## src/hw/meia_defs.svh

```systemverilog
// Purpose: register indices, field positions and reset values of the event aggregator
// Assumes: byte address of a register is four times its index
// Notes: definitions only
`ifndef MEIA_DEFS_SVH
`define MEIA_DEFS_SVH

`define MEIA_IDX_STATUS 8'h4F
`define MEIA_IDX_MASK 8'h50
`define MEIA_IDX_LIVE 8'h51
`define MEIA_ADDR_W 10

`define MEIA_STATUS_RST 16'h0000
`define MEIA_MASK_RST 16'h0000
`define MEIA_LIVE_RST 16'h0000
`define MEIA_BOTH_EDGES 16'hF000

`define MEIA_BIT_MIC_CURRENT 15
`define MEIA_BIT_MIC_SHORT 14
`define MEIA_BIT_LEFT_JACK 13
`define MEIA_BIT_RIGHT_JACK 12
`define MEIA_BIT_CODEC_DONE 11
`define MEIA_BIT_RESET_DELAY 10
`define MEIA_BIT_TEMP_HIGH 9
`define MEIA_BIT_TEMP_WARN 8
`define MEIA_BIT_BATTERY 7
`define MEIA_BIT_LOCKOUT 6
`define MEIA_BIT_BUCK2 5
`define MEIA_BIT_BUCK1 4
`define MEIA_BIT_LINREG4 3
`define MEIA_BIT_LINREG3 2
`define MEIA_BIT_LINREG2 1
`define MEIA_BIT_LINREG1 0

`endif

```

## src/hw/meia_pkg.sv

```systemverilog
// Purpose: shared types of the event aggregator
// Assumes: sixteen event sources
// Notes: constants live in meia_defs.svh
package meia_pkg;
   typedef logic [15:0] meia_evvec_type;
   typedef enum logic {MEIA_IDLE, MEIA_ANSWER} meia_bus_state_type;
endpackage

```

## src/hw/meia_edge_if.sv

```systemverilog
// Purpose: carries synchronised levels and edge pulses between modules
// Assumes: one clock domain
// Notes: pulse is one cycle wide
interface meia_edge_if #(parameter int WIDTH = 16);
   logic [WIDTH-1:0] level;
   logic [WIDTH-1:0] pulse;
   modport src (output level, output pulse);
   modport dst (input level, input pulse);
endinterface

```

## src/hw/meia_top.sv

```systemverilog
// Purpose: latch monitoring events into a status register and raise the host interrupt
// Assumes: Avalon-MM slave with waitrequest, byte addresses, one clock
// Notes: a status read clears only the bits it returned
//
// Notes on behaviour
// RULE1 - The live-level register at index 0x51 shows the present debounced level of every event.
// RULE2 - Every event sets its status bit at index 0x4F unless it is masked.
// RULE3 - A set bit in the mask register at index 0x50 keeps its event out of the status.
// RULE4 - Mic current, mic short, left jack and right jack events fire on both edges.
// RULE5 - All other events fire only on the rising edge of their condition.
// RULE6 - Status bits stay latched until a read of the status register clears them; the code also clears bits that a status write sets to one.
// RULE7 - The interrupt request pin is low while any status bit is set.
// RULE8 - The pin returns high once the status register has been read.
// RULE9 - Status bits 15 to 12 hold mic current, mic short, left and right jack, bit 11 codec done.
// RULE10 - Status bit 10 holds the reset delay timer fault or timeout.
// RULE11 - Bit 9 holds the high temperature event and bit 8 the warning temperature event.
// RULE12 - Bit 7 holds the battery comparator event and bit 6 the supply lockout event.
// RULE13 - Bits 5 and 4 hold buck 2 and buck 1, bits 3 to 0 linear regulators 4 to 1.
// RULE14 - Mask bits share the status positions, one means masked, and both reset to zero.
// RULE15 - Live-level bits use the same positions as the status bits.
// RULE16 - Mask bits 3 to 0 mask linear regulators 4 to 1 and reset to zero.
// RULE17 - An event in the cycle of a clearing read stays latched.
`include "meia_defs.svh"

module meia_top
   import meia_pkg::*;
#(
   parameter int ADDR_W = `MEIA_ADDR_W
) (
   input wire logic core_clk_i,
   input wire logic arst_n_i,
   input wire logic [ADDR_W-1:0] avs_address,
   input wire logic avs_read,
   input wire logic avs_write,
   input wire logic [31:0] avs_writedata,
   input wire logic [3:0] avs_byteenable,
   output logic [31:0] avs_readdata,
   output logic avs_waitrequest,
   input wire logic mic_current_event_i,
   input wire logic mic_short_event_i,
   input wire logic left_jack_event_i,
   input wire logic right_jack_event_i,
   input wire logic codec_sequence_done_event_i,
   input wire logic reset_delay_fault_event_i,
   input wire logic temp_high_event_i,
   input wire logic temp_warn_event_i,
   input wire logic battery_comparator_event_i,
   input wire logic supply_lockout_event_i,
   input wire logic buck2_undervoltage_event_i,
   input wire logic buck1_undervoltage_event_i,
   input wire logic linreg4_undervoltage_event_i,
   input wire logic linreg3_undervoltage_event_i,
   input wire logic linreg2_undervoltage_event_i,
   input wire logic linreg1_undervoltage_event_i,
   output logic host_interrupt_request_low_o,
   output logic irq_o
);

   meia_evvec_type cond;
   meia_evvec_type status;
   meia_evvec_type mask;
   meia_evvec_type rd_snap;
   meia_evvec_type ev_set;
   meia_evvec_type w1c_bits;
   meia_evvec_type rc_bits;
   meia_evvec_type next_status;
   meia_evvec_type next_mask;
   meia_bus_state_type bus_state;
   meia_bus_state_type next_bus_state;
   logic [31:0] next_readdata;
   logic [7:0] word_idx;
   logic aligned;
   logic req;
   logic take;
   logic done;
   logic hit_status;
   logic hit_mask;
   logic hit_live;
   logic rd_status_done;
   logic wr_status_done;
   logic wr_mask_done;
   logic [15:0] lane_mask;

   // RULE9 upper event positions
   assign cond[`MEIA_BIT_MIC_CURRENT] = mic_current_event_i;
   assign cond[`MEIA_BIT_MIC_SHORT] = mic_short_event_i;
   assign cond[`MEIA_BIT_LEFT_JACK] = left_jack_event_i;
   assign cond[`MEIA_BIT_RIGHT_JACK] = right_jack_event_i;
   assign cond[`MEIA_BIT_CODEC_DONE] = codec_sequence_done_event_i;
   // RULE10 reset delay position
   assign cond[`MEIA_BIT_RESET_DELAY] = reset_delay_fault_event_i;
   // RULE11 temperature positions
   assign cond[`MEIA_BIT_TEMP_HIGH] = temp_high_event_i;
   assign cond[`MEIA_BIT_TEMP_WARN] = temp_warn_event_i;
   // RULE12 battery and lockout
   assign cond[`MEIA_BIT_BATTERY] = battery_comparator_event_i;
   assign cond[`MEIA_BIT_LOCKOUT] = supply_lockout_event_i;
   // RULE13 regulator positions
   assign cond[`MEIA_BIT_BUCK2] = buck2_undervoltage_event_i;
   assign cond[`MEIA_BIT_BUCK1] = buck1_undervoltage_event_i;
   assign cond[`MEIA_BIT_LINREG4] = linreg4_undervoltage_event_i;
   assign cond[`MEIA_BIT_LINREG3] = linreg3_undervoltage_event_i;
   assign cond[`MEIA_BIT_LINREG2] = linreg2_undervoltage_event_i;
   assign cond[`MEIA_BIT_LINREG1] = linreg1_undervoltage_event_i;

   meia_edge_if #(.WIDTH(16)) ev_bus ();

   // conditions come from other domains, so u_edge synchronises them here in two stages
   meia_event_edge #(
      .WIDTH(16),
      .BOTH_EDGES(`MEIA_BOTH_EDGES)
   ) u_edge (
      .core_clk_i(core_clk_i),
      .arst_n_i(arst_n_i),
      .cond_i(cond),
      .ev(ev_bus.src)
   );

   // bus decode
   assign word_idx = avs_address[9:2];
   assign aligned = (avs_address[1:0] == 2'h0);
   assign req = avs_read | avs_write;
   assign hit_status = aligned && (word_idx == `MEIA_IDX_STATUS);
   assign hit_mask = aligned && (word_idx == `MEIA_IDX_MASK);
   assign hit_live = aligned && (word_idx == `MEIA_IDX_LIVE);
   // take: request seen, answer prepared; done: master sees waitrequest low
   assign take = req && (bus_state == MEIA_IDLE);
   assign done = req && (bus_state == MEIA_ANSWER);
   assign rd_status_done = done && avs_read && hit_status;
   assign wr_status_done = done && avs_write && hit_status;
   assign wr_mask_done = done && avs_write && hit_mask;
   assign lane_mask = {{8{avs_byteenable[1]}}, {8{avs_byteenable[0]}}};

   always_comb begin
      next_bus_state = bus_state;
      case (bus_state)
         MEIA_IDLE: begin
            if (req) begin
               next_bus_state = MEIA_ANSWER;
            end
         end
         MEIA_ANSWER: begin
            next_bus_state = MEIA_IDLE;
         end
         default: begin
            next_bus_state = MEIA_IDLE;
         end
      endcase
   end

   // RULE1 live level readback
   // RULE15 same positions as status
   assign next_readdata = !(take && avs_read) ? avs_readdata :
      hit_status ? {16'h0000, status} :
      hit_mask ? {16'h0000, mask} :
      hit_live ? {16'h0000, ev_bus.level} : 32'h0000_0000;

   // RULE2 unmasked events latch
   // RULE3 mask blocks latching
   assign ev_set = ev_bus.pulse & ~mask;
   // RULE6 read clears returned bits
   assign rc_bits = rd_status_done ? rd_snap : 16'h0000;
   assign w1c_bits = wr_status_done ? (avs_writedata[15:0] & lane_mask) : 16'h0000;
   // RULE17 set wins over clear
   assign next_status = (status & ~(rc_bits | w1c_bits)) | ev_set;
   // RULE14 mask positions match status
   // RULE16 low mask bits cover linear regulators
   assign next_mask = wr_mask_done ?
      ((mask & ~lane_mask) | (avs_writedata[15:0] & lane_mask)) : mask;

   always_ff @(posedge core_clk_i or negedge arst_n_i) begin
      if (!arst_n_i) begin
         bus_state <= MEIA_IDLE;
         avs_readdata <= 32'h0000_0000;
         rd_snap <= `MEIA_STATUS_RST;
      end else begin
         bus_state <= next_bus_state;
         avs_readdata <= next_readdata;
         rd_snap <= take ? status : rd_snap;
      end
   end

   // waitrequest stays high except in the answer cycle
   always_ff @(posedge core_clk_i or negedge arst_n_i) begin
      if (!arst_n_i) begin
         avs_waitrequest <= 1'b1;
      end else begin
         avs_waitrequest <= !(next_bus_state == MEIA_ANSWER);
      end
   end

   // RULE14 reset to zero
   always_ff @(posedge core_clk_i or negedge arst_n_i) begin
      if (!arst_n_i) begin
         status <= `MEIA_STATUS_RST;
         mask <= `MEIA_MASK_RST;
      end else begin
         status <= next_status;
         mask <= next_mask;
      end
   end

   // RULE7 pin low while latched
   // RULE8 pin high after read
   always_ff @(posedge core_clk_i or negedge arst_n_i) begin
      if (!arst_n_i) begin
         host_interrupt_request_low_o <= 1'b1;
         irq_o <= 1'b0;
      end else begin
         host_interrupt_request_low_o <= ~(|status);
         irq_o <= |status;
      end
   end

   // checks

   chk_live_read_value: assert property ( // RULE1
      @(posedge core_clk_i) disable iff (!arst_n_i)
      (take && avs_read && hit_live) |=> (avs_readdata == {16'h0000, $past(ev_bus.level)})
   ) else $error("live-level read returned wrong data");

   chk_unmasked_sets: assert property ( // RULE2
      @(posedge core_clk_i) disable iff (!arst_n_i)
      (|ev_set) |=> ((status & $past(ev_set)) == $past(ev_set))
   ) else $error("unmasked event did not latch");

   chk_masked_blocked: assert property ( // RULE3
      @(posedge core_clk_i) disable iff (!arst_n_i)
      ((status & ~$past(status) & $past(mask)) == 16'h0000)
   ) else $error("masked event reached status");

   chk_jack_falls: assert property ( // RULE4
      @(posedge core_clk_i) disable iff (!arst_n_i)
      ($fell(ev_bus.level[`MEIA_BIT_LEFT_JACK]) && !mask[`MEIA_BIT_LEFT_JACK])
         |=> status[`MEIA_BIT_LEFT_JACK]
   ) else $error("falling jack edge did not latch");

   chk_temp_rise_only: assert property ( // RULE5
      @(posedge core_clk_i) disable iff (!arst_n_i)
      ($fell(ev_bus.level[`MEIA_BIT_TEMP_HIGH]) && !status[`MEIA_BIT_TEMP_HIGH])
         |=> !status[`MEIA_BIT_TEMP_HIGH]
   ) else $error("falling temperature edge latched");

   chk_read_clears: assert property ( // RULE6
      @(posedge core_clk_i) disable iff (!arst_n_i)
      (rd_status_done && (ev_set == 16'h0000)) |=> ((status & $past(rd_snap)) == 16'h0000)
   ) else $error("status read did not clear bits");

   chk_pin_low: assert property ( // RULE7
      @(posedge core_clk_i) disable iff (!arst_n_i)
      (|status) |=> !host_interrupt_request_low_o
   ) else $error("interrupt pin not low with status set");

   chk_pin_release: assert property ( // RULE8
      @(posedge core_clk_i) disable iff (!arst_n_i)
      (rd_status_done && (ev_set == 16'h0000) && (status == rd_snap))
         |-> ##2 host_interrupt_request_low_o
   ) else $error("interrupt pin not released after read");

   chk_edge_kept: assert property ( // RULE17
      @(posedge core_clk_i) disable iff (!arst_n_i)
      (rd_status_done && (ev_set != 16'h0000)) |=> ((status & $past(ev_set)) == $past(ev_set))
   ) else $error("event lost in clearing read");

   chk_wait_answer: assert property ( // RULE6
      @(posedge core_clk_i) disable iff (!arst_n_i)
      (req && avs_waitrequest) |=> !avs_waitrequest
   ) else $error("waitrequest not lowered one cycle after request");

   chk_wait_single: assert property ( // RULE6
      @(posedge core_clk_i) disable iff (!arst_n_i)
      !avs_waitrequest |=> avs_waitrequest
   ) else $error("waitrequest low for more than one cycle");

   chk_snap_returned: assert property ( // RULE2
      @(posedge core_clk_i) disable iff (!arst_n_i)
      (take && avs_read && hit_status) |=> (avs_readdata == {16'h0000, $past(status)})
   ) else $error("status read returned wrong data");

   chk_mask_returned: assert property ( // RULE14
      @(posedge core_clk_i) disable iff (!arst_n_i)
      (take && avs_read && hit_mask) |=> (avs_readdata == {16'h0000, $past(mask)})
   ) else $error("mask read returned wrong data");

   chk_unmapped_zero: assert property ( // RULE14
      @(posedge core_clk_i) disable iff (!arst_n_i)
      (take && avs_read && !(hit_status || hit_mask || hit_live))
         |=> (avs_readdata == 32'h0000_0000)
   ) else $error("unmapped read returned data");

   // the first two edges after reset see synchroniser contents from reset
   chk_live_follows: assert property ( // RULE15
      @(posedge core_clk_i) disable iff (!arst_n_i)
      ($past(arst_n_i, 2) && $past(arst_n_i)) |-> (ev_bus.level == $past(cond, 2))
   ) else $error("live level does not follow its input");

   chk_mask_write: assert property ( // RULE14
      @(posedge core_clk_i) disable iff (!arst_n_i)
      (wr_mask_done && (avs_byteenable[1:0] == 2'h3)) |=> (mask == $past(avs_writedata[15:0]))
   ) else $error("full mask write did not land");

   chk_mask_hold: assert property ( // RULE3
      @(posedge core_clk_i) disable iff (!arst_n_i)
      !wr_mask_done |=> (mask == $past(mask))
   ) else $error("mask changed without a write");

   chk_status_sticky: assert property ( // RULE6
      @(posedge core_clk_i) disable iff (!arst_n_i)
      !(rd_status_done || wr_status_done) |=> ((~status & $past(status)) == 16'h0000)
   ) else $error("status bit dropped without read or write");

   chk_w1c_clears: assert property ( // RULE6
      @(posedge core_clk_i) disable iff (!arst_n_i)
      (wr_status_done && (ev_set == 16'h0000)) |=> ((status & $past(w1c_bits)) == 16'h0000)
   ) else $error("status write did not clear its bits");

   chk_mic_rises: assert property ( // RULE4
      @(posedge core_clk_i) disable iff (!arst_n_i)
      ($rose(ev_bus.level[`MEIA_BIT_MIC_CURRENT]) && !mask[`MEIA_BIT_MIC_CURRENT])
         |=> status[`MEIA_BIT_MIC_CURRENT]
   ) else $error("rising mic current edge did not latch");

   chk_short_falls: assert property ( // RULE4
      @(posedge core_clk_i) disable iff (!arst_n_i)
      ($fell(ev_bus.level[`MEIA_BIT_MIC_SHORT]) && !mask[`MEIA_BIT_MIC_SHORT])
         |=> status[`MEIA_BIT_MIC_SHORT]
   ) else $error("falling mic short edge did not latch");

   chk_codec_rises: assert property ( // RULE9
      @(posedge core_clk_i) disable iff (!arst_n_i)
      ($rose(ev_bus.level[`MEIA_BIT_CODEC_DONE]) && !mask[`MEIA_BIT_CODEC_DONE])
         |=> status[`MEIA_BIT_CODEC_DONE]
   ) else $error("codec done event did not latch");

   chk_warn_rises: assert property ( // RULE11
      @(posedge core_clk_i) disable iff (!arst_n_i)
      ($rose(ev_bus.level[`MEIA_BIT_TEMP_WARN]) && !mask[`MEIA_BIT_TEMP_WARN])
         |=> status[`MEIA_BIT_TEMP_WARN]
   ) else $error("warning temperature event did not latch");

   chk_rise_sources: assert property ( // RULE5
      @(posedge core_clk_i) disable iff (!arst_n_i)
      ((status & ~$past(status) & ~$past(ev_bus.level) & ~`MEIA_BOTH_EDGES) == 16'h0000)
   ) else $error("rise-only event latched without high level");

   chk_pin_idle: assert property ( // RULE8
      @(posedge core_clk_i) disable iff (!arst_n_i)
      (status == 16'h0000) |=> (host_interrupt_request_low_o && !irq_o)
   ) else $error("interrupt active with status clear");

   chk_irq_active: assert property ( // RULE7
      @(posedge core_clk_i) disable iff (!arst_n_i)
      (|status) |=> irq_o
   ) else $error("interrupt output low with status set");

endmodule

```

## src/hw/meia_event_edge.sv

```systemverilog
// Purpose: synchronise event conditions and detect their edges
// Assumes: conditions arrive already debounced, from outside this clock
// Notes: bits set in BOTH_EDGES fire on both edges, the rest on rising only
module meia_event_edge #(
   parameter int WIDTH = 16,
   parameter logic [WIDTH-1:0] BOTH_EDGES = '0
) (
   input wire logic core_clk_i,
   input wire logic arst_n_i,
   input wire logic [WIDTH-1:0] cond_i,
   meia_edge_if.src ev
);
   logic [WIDTH-1:0] sync1;
   logic [WIDTH-1:0] sync2;
   logic [WIDTH-1:0] prev;

   always_ff @(posedge core_clk_i or negedge arst_n_i) begin
      if (!arst_n_i) begin
         sync1 <= '0;
         sync2 <= '0;
         prev <= '0;
      end else begin
         sync1 <= cond_i;
         sync2 <= sync1;
         prev <= sync2;
      end
   end

   assign ev.level = sync2;
   // RULE4 both edges
   // RULE5 rising only
   assign ev.pulse = (sync2 & ~prev) | (BOTH_EDGES & ~sync2 & prev);
endmodule

```

## config.mk

```make
export PLATFORM = sky130hd
export DESIGN_NAME = meia_top
export DESIGN_NICKNAME = d
export VERILOG_FILES = /design/src/hw/meia_pkg.sv /design/src/hw/meia_edge_if.sv /design/src/hw/meia_top.sv /design/src/hw/meia_event_edge.sv
export VERILOG_INCLUDE_DIRS = /design/src /design/src/hw
export SDC_FILE = /design/constraint.sdc
export NUM_CORES = 1
export LEC_CHECK = 0
export BUFFER_PORTS_ARGS = -buffer_cell sky130_fd_sc_hd__buf_2
export CAP_MARGIN = 20
export CORE_MARGIN = 3
export CORE_UTILIZATION = 54
export DETAILED_ROUTE_END_ITERATION = 10
export MAX_ROUTING_LAYER = met4
export PLACE_DENSITY_LB_ADDON = 0.15
export REMOVE_ABC_BUFFERS = 1
export SYNTH_ARGS = -nofsm -noshare
export SYNTH_HDL_FRONTEND = slang
export SYNTH_SLANG_ARGS = --single-unit
export TNS_END_PERCENT = 20
```

## constraint.sdc

```tcl
create_clock -name core_clk_i -period 2 [get_ports core_clk_i]
set_input_delay 0.1 -clock core_clk_i [delete_from_list [all_inputs] [get_ports core_clk_i]]
set_output_delay 0.1 -clock core_clk_i [all_outputs]
set_load 0.01 [all_outputs]
```

==> results of run 1 <==
[what timing repair did]
action,4_1_cts,5_1_grt
buffers inserted,0,0
hold buffers,34,0
hold endpoints to repair,164,0
[kinds of logic after synthesis]
| group | after synthesis | synth area share, % |
|---|---|---|
| AOI/OAI and AO/OA | 65 | 8.08 |
| xor gates and xnor gates | 4 | 0.749 |
| DFF | 116 | 62.2 |
| muxes | 32 | 7.71 |
| other | 1 | 0.0802 |
| buffers and inverters | 36 | 4.60 |
| and+or+nand+nor | 141 | 16.6 |
[worst max-delay path by stage]
stage	startpoint	endpoint	slack, ns
after global placement	avs_address[5]	flip-flop	0.22
after global routing	bus_state	rd_snap[0]	0.23
after floorplan	avs_address[1]	flip-flop	0.18
after detailed placement	avs_address[5]	flip-flop	0.21
final	bus_state	rd_snap[8]	0.41
after CTS	bus_state	rd_snap[8]	0.43
[stage by stage]
stage / util, % / worst slack, ns / std cells / hold slack (ns) / power [mW]
2_1_floorplan: - / 0.179 / 377 / -0.196 / 2.72
5_1_grt: 73.1 / 0.227 / 626 / 0.0748 / 6.29
6_report: 73.1 / 0.411 / 626 / 0.0656 / 6.08
4_1_cts: 73.1 / 0.425 / 626 / 0.0493 / 6.13
3_5_place_dp: 61.5 / 0.212 / 561 / 0.0513 / 2.93
3_3_place_gp: 61.5 / 0.223 / 561 / 0.0526 / 2.91
[worst max-delay path, cell delays in order (launching register included)]
cell	delay [ns]
dfrtp_1	0.37
buf_4	0.25
o21bai_2	0.17
clkinv_1	0.42
nand2_1	0.19
nand2_1	0.08
[synthesized netlist by cell type]
master / count
o21ai_0: 29
nor4_2: 1
nand4_4: 1
buf_2: 1
nor4_1: 4
conb_1: 1
buf_6: 2
buf_1: 1
o21ai_1: 14
nor3_4: 2
a21oi_1: 1
a22oi_1: 15
inv_1: 2
o22ai_1: 4
o21bai_2: 1
nor2_1: 12
or2_2: 2
nand2_1: 75
nand2b_1: 1
nor4b_4: 1
dfstp_2: 2
clkbuf_1: 12
nand3_1: 2
and2_1: 16
nand4b_4: 1
buf_4: 17
a221oi_1: 1
and4b_1: 1
clkinv_1: 1
nor4_4: 1
nor2_4: 1
nand4_1: 17
mux2_2: 32
or4b_4: 2
dfrtp_1: 114
xnor2_1: 4
and3_1: 1
[final cells by class]
cell class / instances / area (sq um) / area share [%]
multi-input combinational: 258 / 1610 / 26.6
inverter: 3 / 11.3 / 0.186
tap: 105 / 131 / 2.17
clock buffer: 22 / 473 / 7.80
sequential: 116 / 2910 / 47.9
clock inverter: 9 / 150 / 2.48
timing repair buffer: 113 / 783 / 12.9
[power by group]
group | switching, mW | internal (mW)
logic | 0.238 | 0.176
registers | 0.0616 | 2.47
clock network | 0.996 | 2.14
[routing by layer]
metal	vias up	share of wire, %
met4	0	1.2
met1	1599	42
met5	-	0
li1	1573	-
met3	15	5.2
met2	101	52
==> flow_metrics.tcl, run 1 <==
set metrics [dict create \
    outcome "completed" \
    yosys.area.top_type_share_pct 61.0 \
    remaining_drc_errors 0 \
    ant_nets 0 \
    cts.repair.resized 0 \
    hold_viol 0 \
    grt_overflow_total 0 \
    grt_use_total_pct 23.5 \
    syn_avg_cell_area_sq_um 11.8 \
    max-vdd-ir-drop_mv 0.650 \
    rows 33 \
    layout_commonest_cell "dfrtp_1" \
    num_vias 3288 \
    worst-r2r-cell-count 5 \
    tns_ns 0 \
    start_util_pct 56.3 \
    ios 101 \
    maxSlewViolCount 0 \
    max_slew.worst_pin.slew_ns 0.521 \
    cp-start-kind "flip-flop" \
    cts_tree "built" \
    first_global_vias 3438 \
    grt_max_degree 49 \
    fmax_ghz 0.629 \
    drive_gt1_share_pct 29.9 \
    first_pass_iters 4 \
    maxCapViolations 0 \
    gr-usage-met1_pct 28.8 \
    use_met3_pct 6.30 \
    die_h_um 99.0 \
    critPathKind "reg -> reg" \
    rr_startpoint "bus_state" \
    path_clk_slew_ns 0.06 \
    crit_arrival_ns 1.98 \
    setup_viol 0 \
    cp.required_ns 2.39 \
    critPathMaxFanout 18 \
    gp_congestion 0.787 \
    fillers 571 \
    rrSetupSlack_ns 0.41 \
    antenna_found_initial 0 \
    synth_top_area_cell "dfrtp_1" \
    dieArea_sq_um 9810 \
    via_per_inst 5.25 \
    dieWidth_um 99.0 \
    r2r_end "rd_snap[8]" \
    netlist_instances 395 \
    p_per_area_nw_per_um2 1000 \
    dp_hpwl_um 6480 \
    drt_iter0_drc 161 \
    synth.top_cells.by_area "dfrtp_1 (61%), mux2_2 (7.7%), nand2_1 (6.0%)" \
    final_nets 575 \
    synth-seq-area-share_pct 62.2 \
    rsz0062_at_grt "no" \
    synth-seq-cells 116 \
    fin_area_sq_um 6060 \
    syn2layout_area_growth_pct 29.7 \
    placed_area_sq_um 5100 \
    layout_common_cells "dfrtp_1 (114), nand2_1 (75), buf_2 (65), dlygate4sd3_1 (34), mux2_2 (32)" \
    clk_latency_ns 0.51 \
    portBuffers 66 \
    synth.distinct_cells 37 \
    max_slew_margin_pct 65.0 \
    coreArea_sq_um 8300 \
    syn_area_sq_um 4670 \
    fin_crit_ns 1.59 \
    finClkSkew_ns 0.00836 \
    cellLeakagePower_nw 2.84 \
    htreeDepth 4 \
    use_met2_pct 38.2 \
    cts_buffers 17 \
    grt_pass1_wl_um 17100 \
    fin_crit_sh_pct 79.5 \
    cts.path.max_buffers 2 \
    cts_root_buffer "clkbuf_8" \
    yosys_warnings 0 \
    crit_path_end_kind "flip-flop" \
    hold_path_class "in -> async" \
    busiest_layer "met2" \
    wl_per_cell_um 16.5 \
    wl_um 10300 \
    antenna_cells 0 \
    numClockSinks 116 \
]
(Power assumes the default switching activity.)
==> run 2, diff against run 1 <==
--- a/config.mk
+++ b/config.mk
@@ -9,7 +9,7 @@
 export BUFFER_PORTS_ARGS = -buffer_cell sky130_fd_sc_hd__buf_2
 export CAP_MARGIN = 20
 export CORE_MARGIN = 3
-export CORE_UTILIZATION = 54
+export CORE_UTILIZATION = 49
 export DETAILED_ROUTE_END_ITERATION = 10
 export MAX_ROUTING_LAYER = met4
 export PLACE_DENSITY_LB_ADDON = 0.15
==> constraint.sdc (replaced) <==
create_clock -name core_clk_i -period 1.4 [get_ports core_clk_i]
set_input_delay 0.07 -clock core_clk_i [delete_from_list [all_inputs] [get_ports core_clk_i]]
set_output_delay 0.07 -clock core_clk_i [all_outputs]
set_load 0.01 [all_outputs]
==> flow_metrics.tcl, run 2 (synthesized netlist as in run 1, its figures left out) <==
set metrics [dict create \
    outcome "completed" \
    fillers 694 \
    num_vias 3388 \
    cts.path.max_buffers 2 \
    rsz0062_at_grt "yes" \
    cts_root_buffer "clkbuf_8" \
    start_util_pct 50.6 \
    grt_overflow_total 0 \
    cp-start-kind "flip-flop" \
    portBuffers 66 \
    wl_met2_um 5380 \
    p_per_area_nw_per_um2 1310 \
    ant_nets 0 \
    path_clk_slew_ns 0.05 \
    grt_pass1_wl_um 18400 \
    first_pass_iters 4 \
    grt_use_total_pct 22.2 \
    multiInputGateArea_sq_um 1630 \
    coreArea_sq_um 9240 \
    ff_latch_area_sq_um 2910 \
    routed.top_layer "met4" \
    rr_startpoint "bus_state" \
    antenna_cells 0 \
    crit_path_top_delay_cell "dfrtp_1" \
    numClockSinks 116 \
    timing.final.ws_setup_ns 0.0266 \
    cp_slowest_stage_delay_ns 0.36 \
    rrSetupSlack_ns 0.03 \
    cts_setup_buffers 0 \
    internal_power_mw 6.19 \
    comb_power_share_pct 8.1 \
    critPathKind "reg -> reg" \
    worst-r2r-cell-count 4 \
    crit_path_end_kind "flip-flop" \
    hold_ws_ns 0.0246 \
    cts_buffers 17 \
    switching_share_pct 23.3 \
    via_per_inst 5.12 \
    final_nets 586 \
    gp_congestion 0.830 \
    critPathMaxFanout 8 \
    power_mw 8.08 \
    finClkSkew_ns 0.00609 \
    drt_iter0_drc 148 \
    max-vdd-ir-drop_mv 0.664 \
    first_global_vias 3699 \
    seq_power_share_pct 44.6 \
    wl_met1_um 4790 \
    syn2layout_area_growth_pct 31.8 \
    startpoint "bus_state" \
    preCtsSetupSlack_ns -0.337 \
    cp.required_ns 1.78 \
    fin_area_sq_um 6160 \
    placed_area_sq_um 5270 \
    fin_crit_sh_pct 98.1 \
    grt_max_degree 40 \
    clkPwrFrac_pct 47.2 \
    remaining_drc_errors 0 \
    hold_path_class "in -> reg" \
    clk_latency_ns 0.50 \
    route.met3.wl_um 428 \
    dieArea_sq_um 10700 \
    p_switching_mw 1.88 \
    finalCoreUtilization_pct 66.7 \
    die_h_um 104 \
    layout_commonest_cell "dfrtp_1" \
    dieWidth_um 104 \
    rows 35 \
    wl_per_cell_um 16.2 \
    maxSlewViolCount 0 \
    fmax_ghz 0.728 \
    drive_gt1_share_pct 31.5 \
    htreeDepth 4 \
    setup_viol 0 \
    fin_crit_ns 1.37 \
    crit_arrival_ns 1.76 \
    hold_viol 0 \
    dp_hpwl_um 7310 \
    wl_um 10700 \
    cellLeakagePower_nw 2.87 \
    maxCapViolations 0 \
    layout_common_cells "dfrtp_1 (114), nand2_1 (75), buf_2 (65), dlygate4sd3_1 (33), mux2_2 (31)" \
    ios 101 \
    crit_chain "and3_4 > and4b_1 > buf_6 > mux2_2" \
    antenna_found_initial 0 \
    cts_tree "built" \
]
[run 2: metal layers]
metal | vias to the layer above | track usage, %
met5 | - | -
met4 | 0 | 6.46
met3 | 12 | 6.17
met2 | 92 | 35.8
met1 | 1699 | 27.8
li1 | 1585 | -
[run 2: worst min-delay path by stage]
stage | from | endpoint | slack [ns] | cells past startpoint
2_1_floorplan | arst_n_i | async pin | -0.23 | 0
3_3_place_gp | arst_n_i | u_edge.sync1[0] | 0.03 | 1
3_5_place_dp | arst_n_i | u_edge.sync1[0] | 0.03 | 1
4_1_cts | avs_write | rd_snap[7] | 0.03 | 4
5_1_grt | avs_write | avs_waitrequest | 0.02 | 3
6_report | avs_write | rd_snap[14] | 0.02 | 4
[run 2: cell type report]
cell class	count	area share, %
clock buffers	22	7.19
flip-flops and latches	116	47.2
clock inverters	10	1.36
repair buffers	124	15.0
multi-input cells	258	26.5
inverters	3	0.183
well taps	129	2.62
[run 2: worst max-delay path, delay by kind of cell, from the launching register on]
family / cells / cell delay (ns)
flops: 1 / 0.36
buf+inv: 1 / 0.15
simple gates: 2 / 0.39
mux: 1 / 0.34
[run 2: repair_timing]
item | in CTS | in global routing
setup endpoints to repair | 0 | 39
hold endpoints to repair | 162 | 0
hold buffers | 33 | 0
gates resized for setup | 0 | 7
[run 2: metrics by stage]
| step | instances | TNS [ns] |
|---|---|---|
| 2_1_floorplan | 377 | -11.01 |
| 6_report | 662 | 0 |
| 4_1_cts | 662 | 0 |
| 3_5_place_dp | 597 | -9.56 |
| 3_3_place_gp | 597 | -8.28 |
| 5_1_grt | 662 | -0.362 |
[run 2: power groups by stage]
stage	clock network, mW	logic [mW]	registers (mW)
finish	3.82	0.655	3.61
global route	4.07	0.729	3.62
CTS	3.87	0.651	3.61
detailed placement	0	0.577	3.66
global placement	0	0.560	3.65
floorplan	0	0.232	3.66
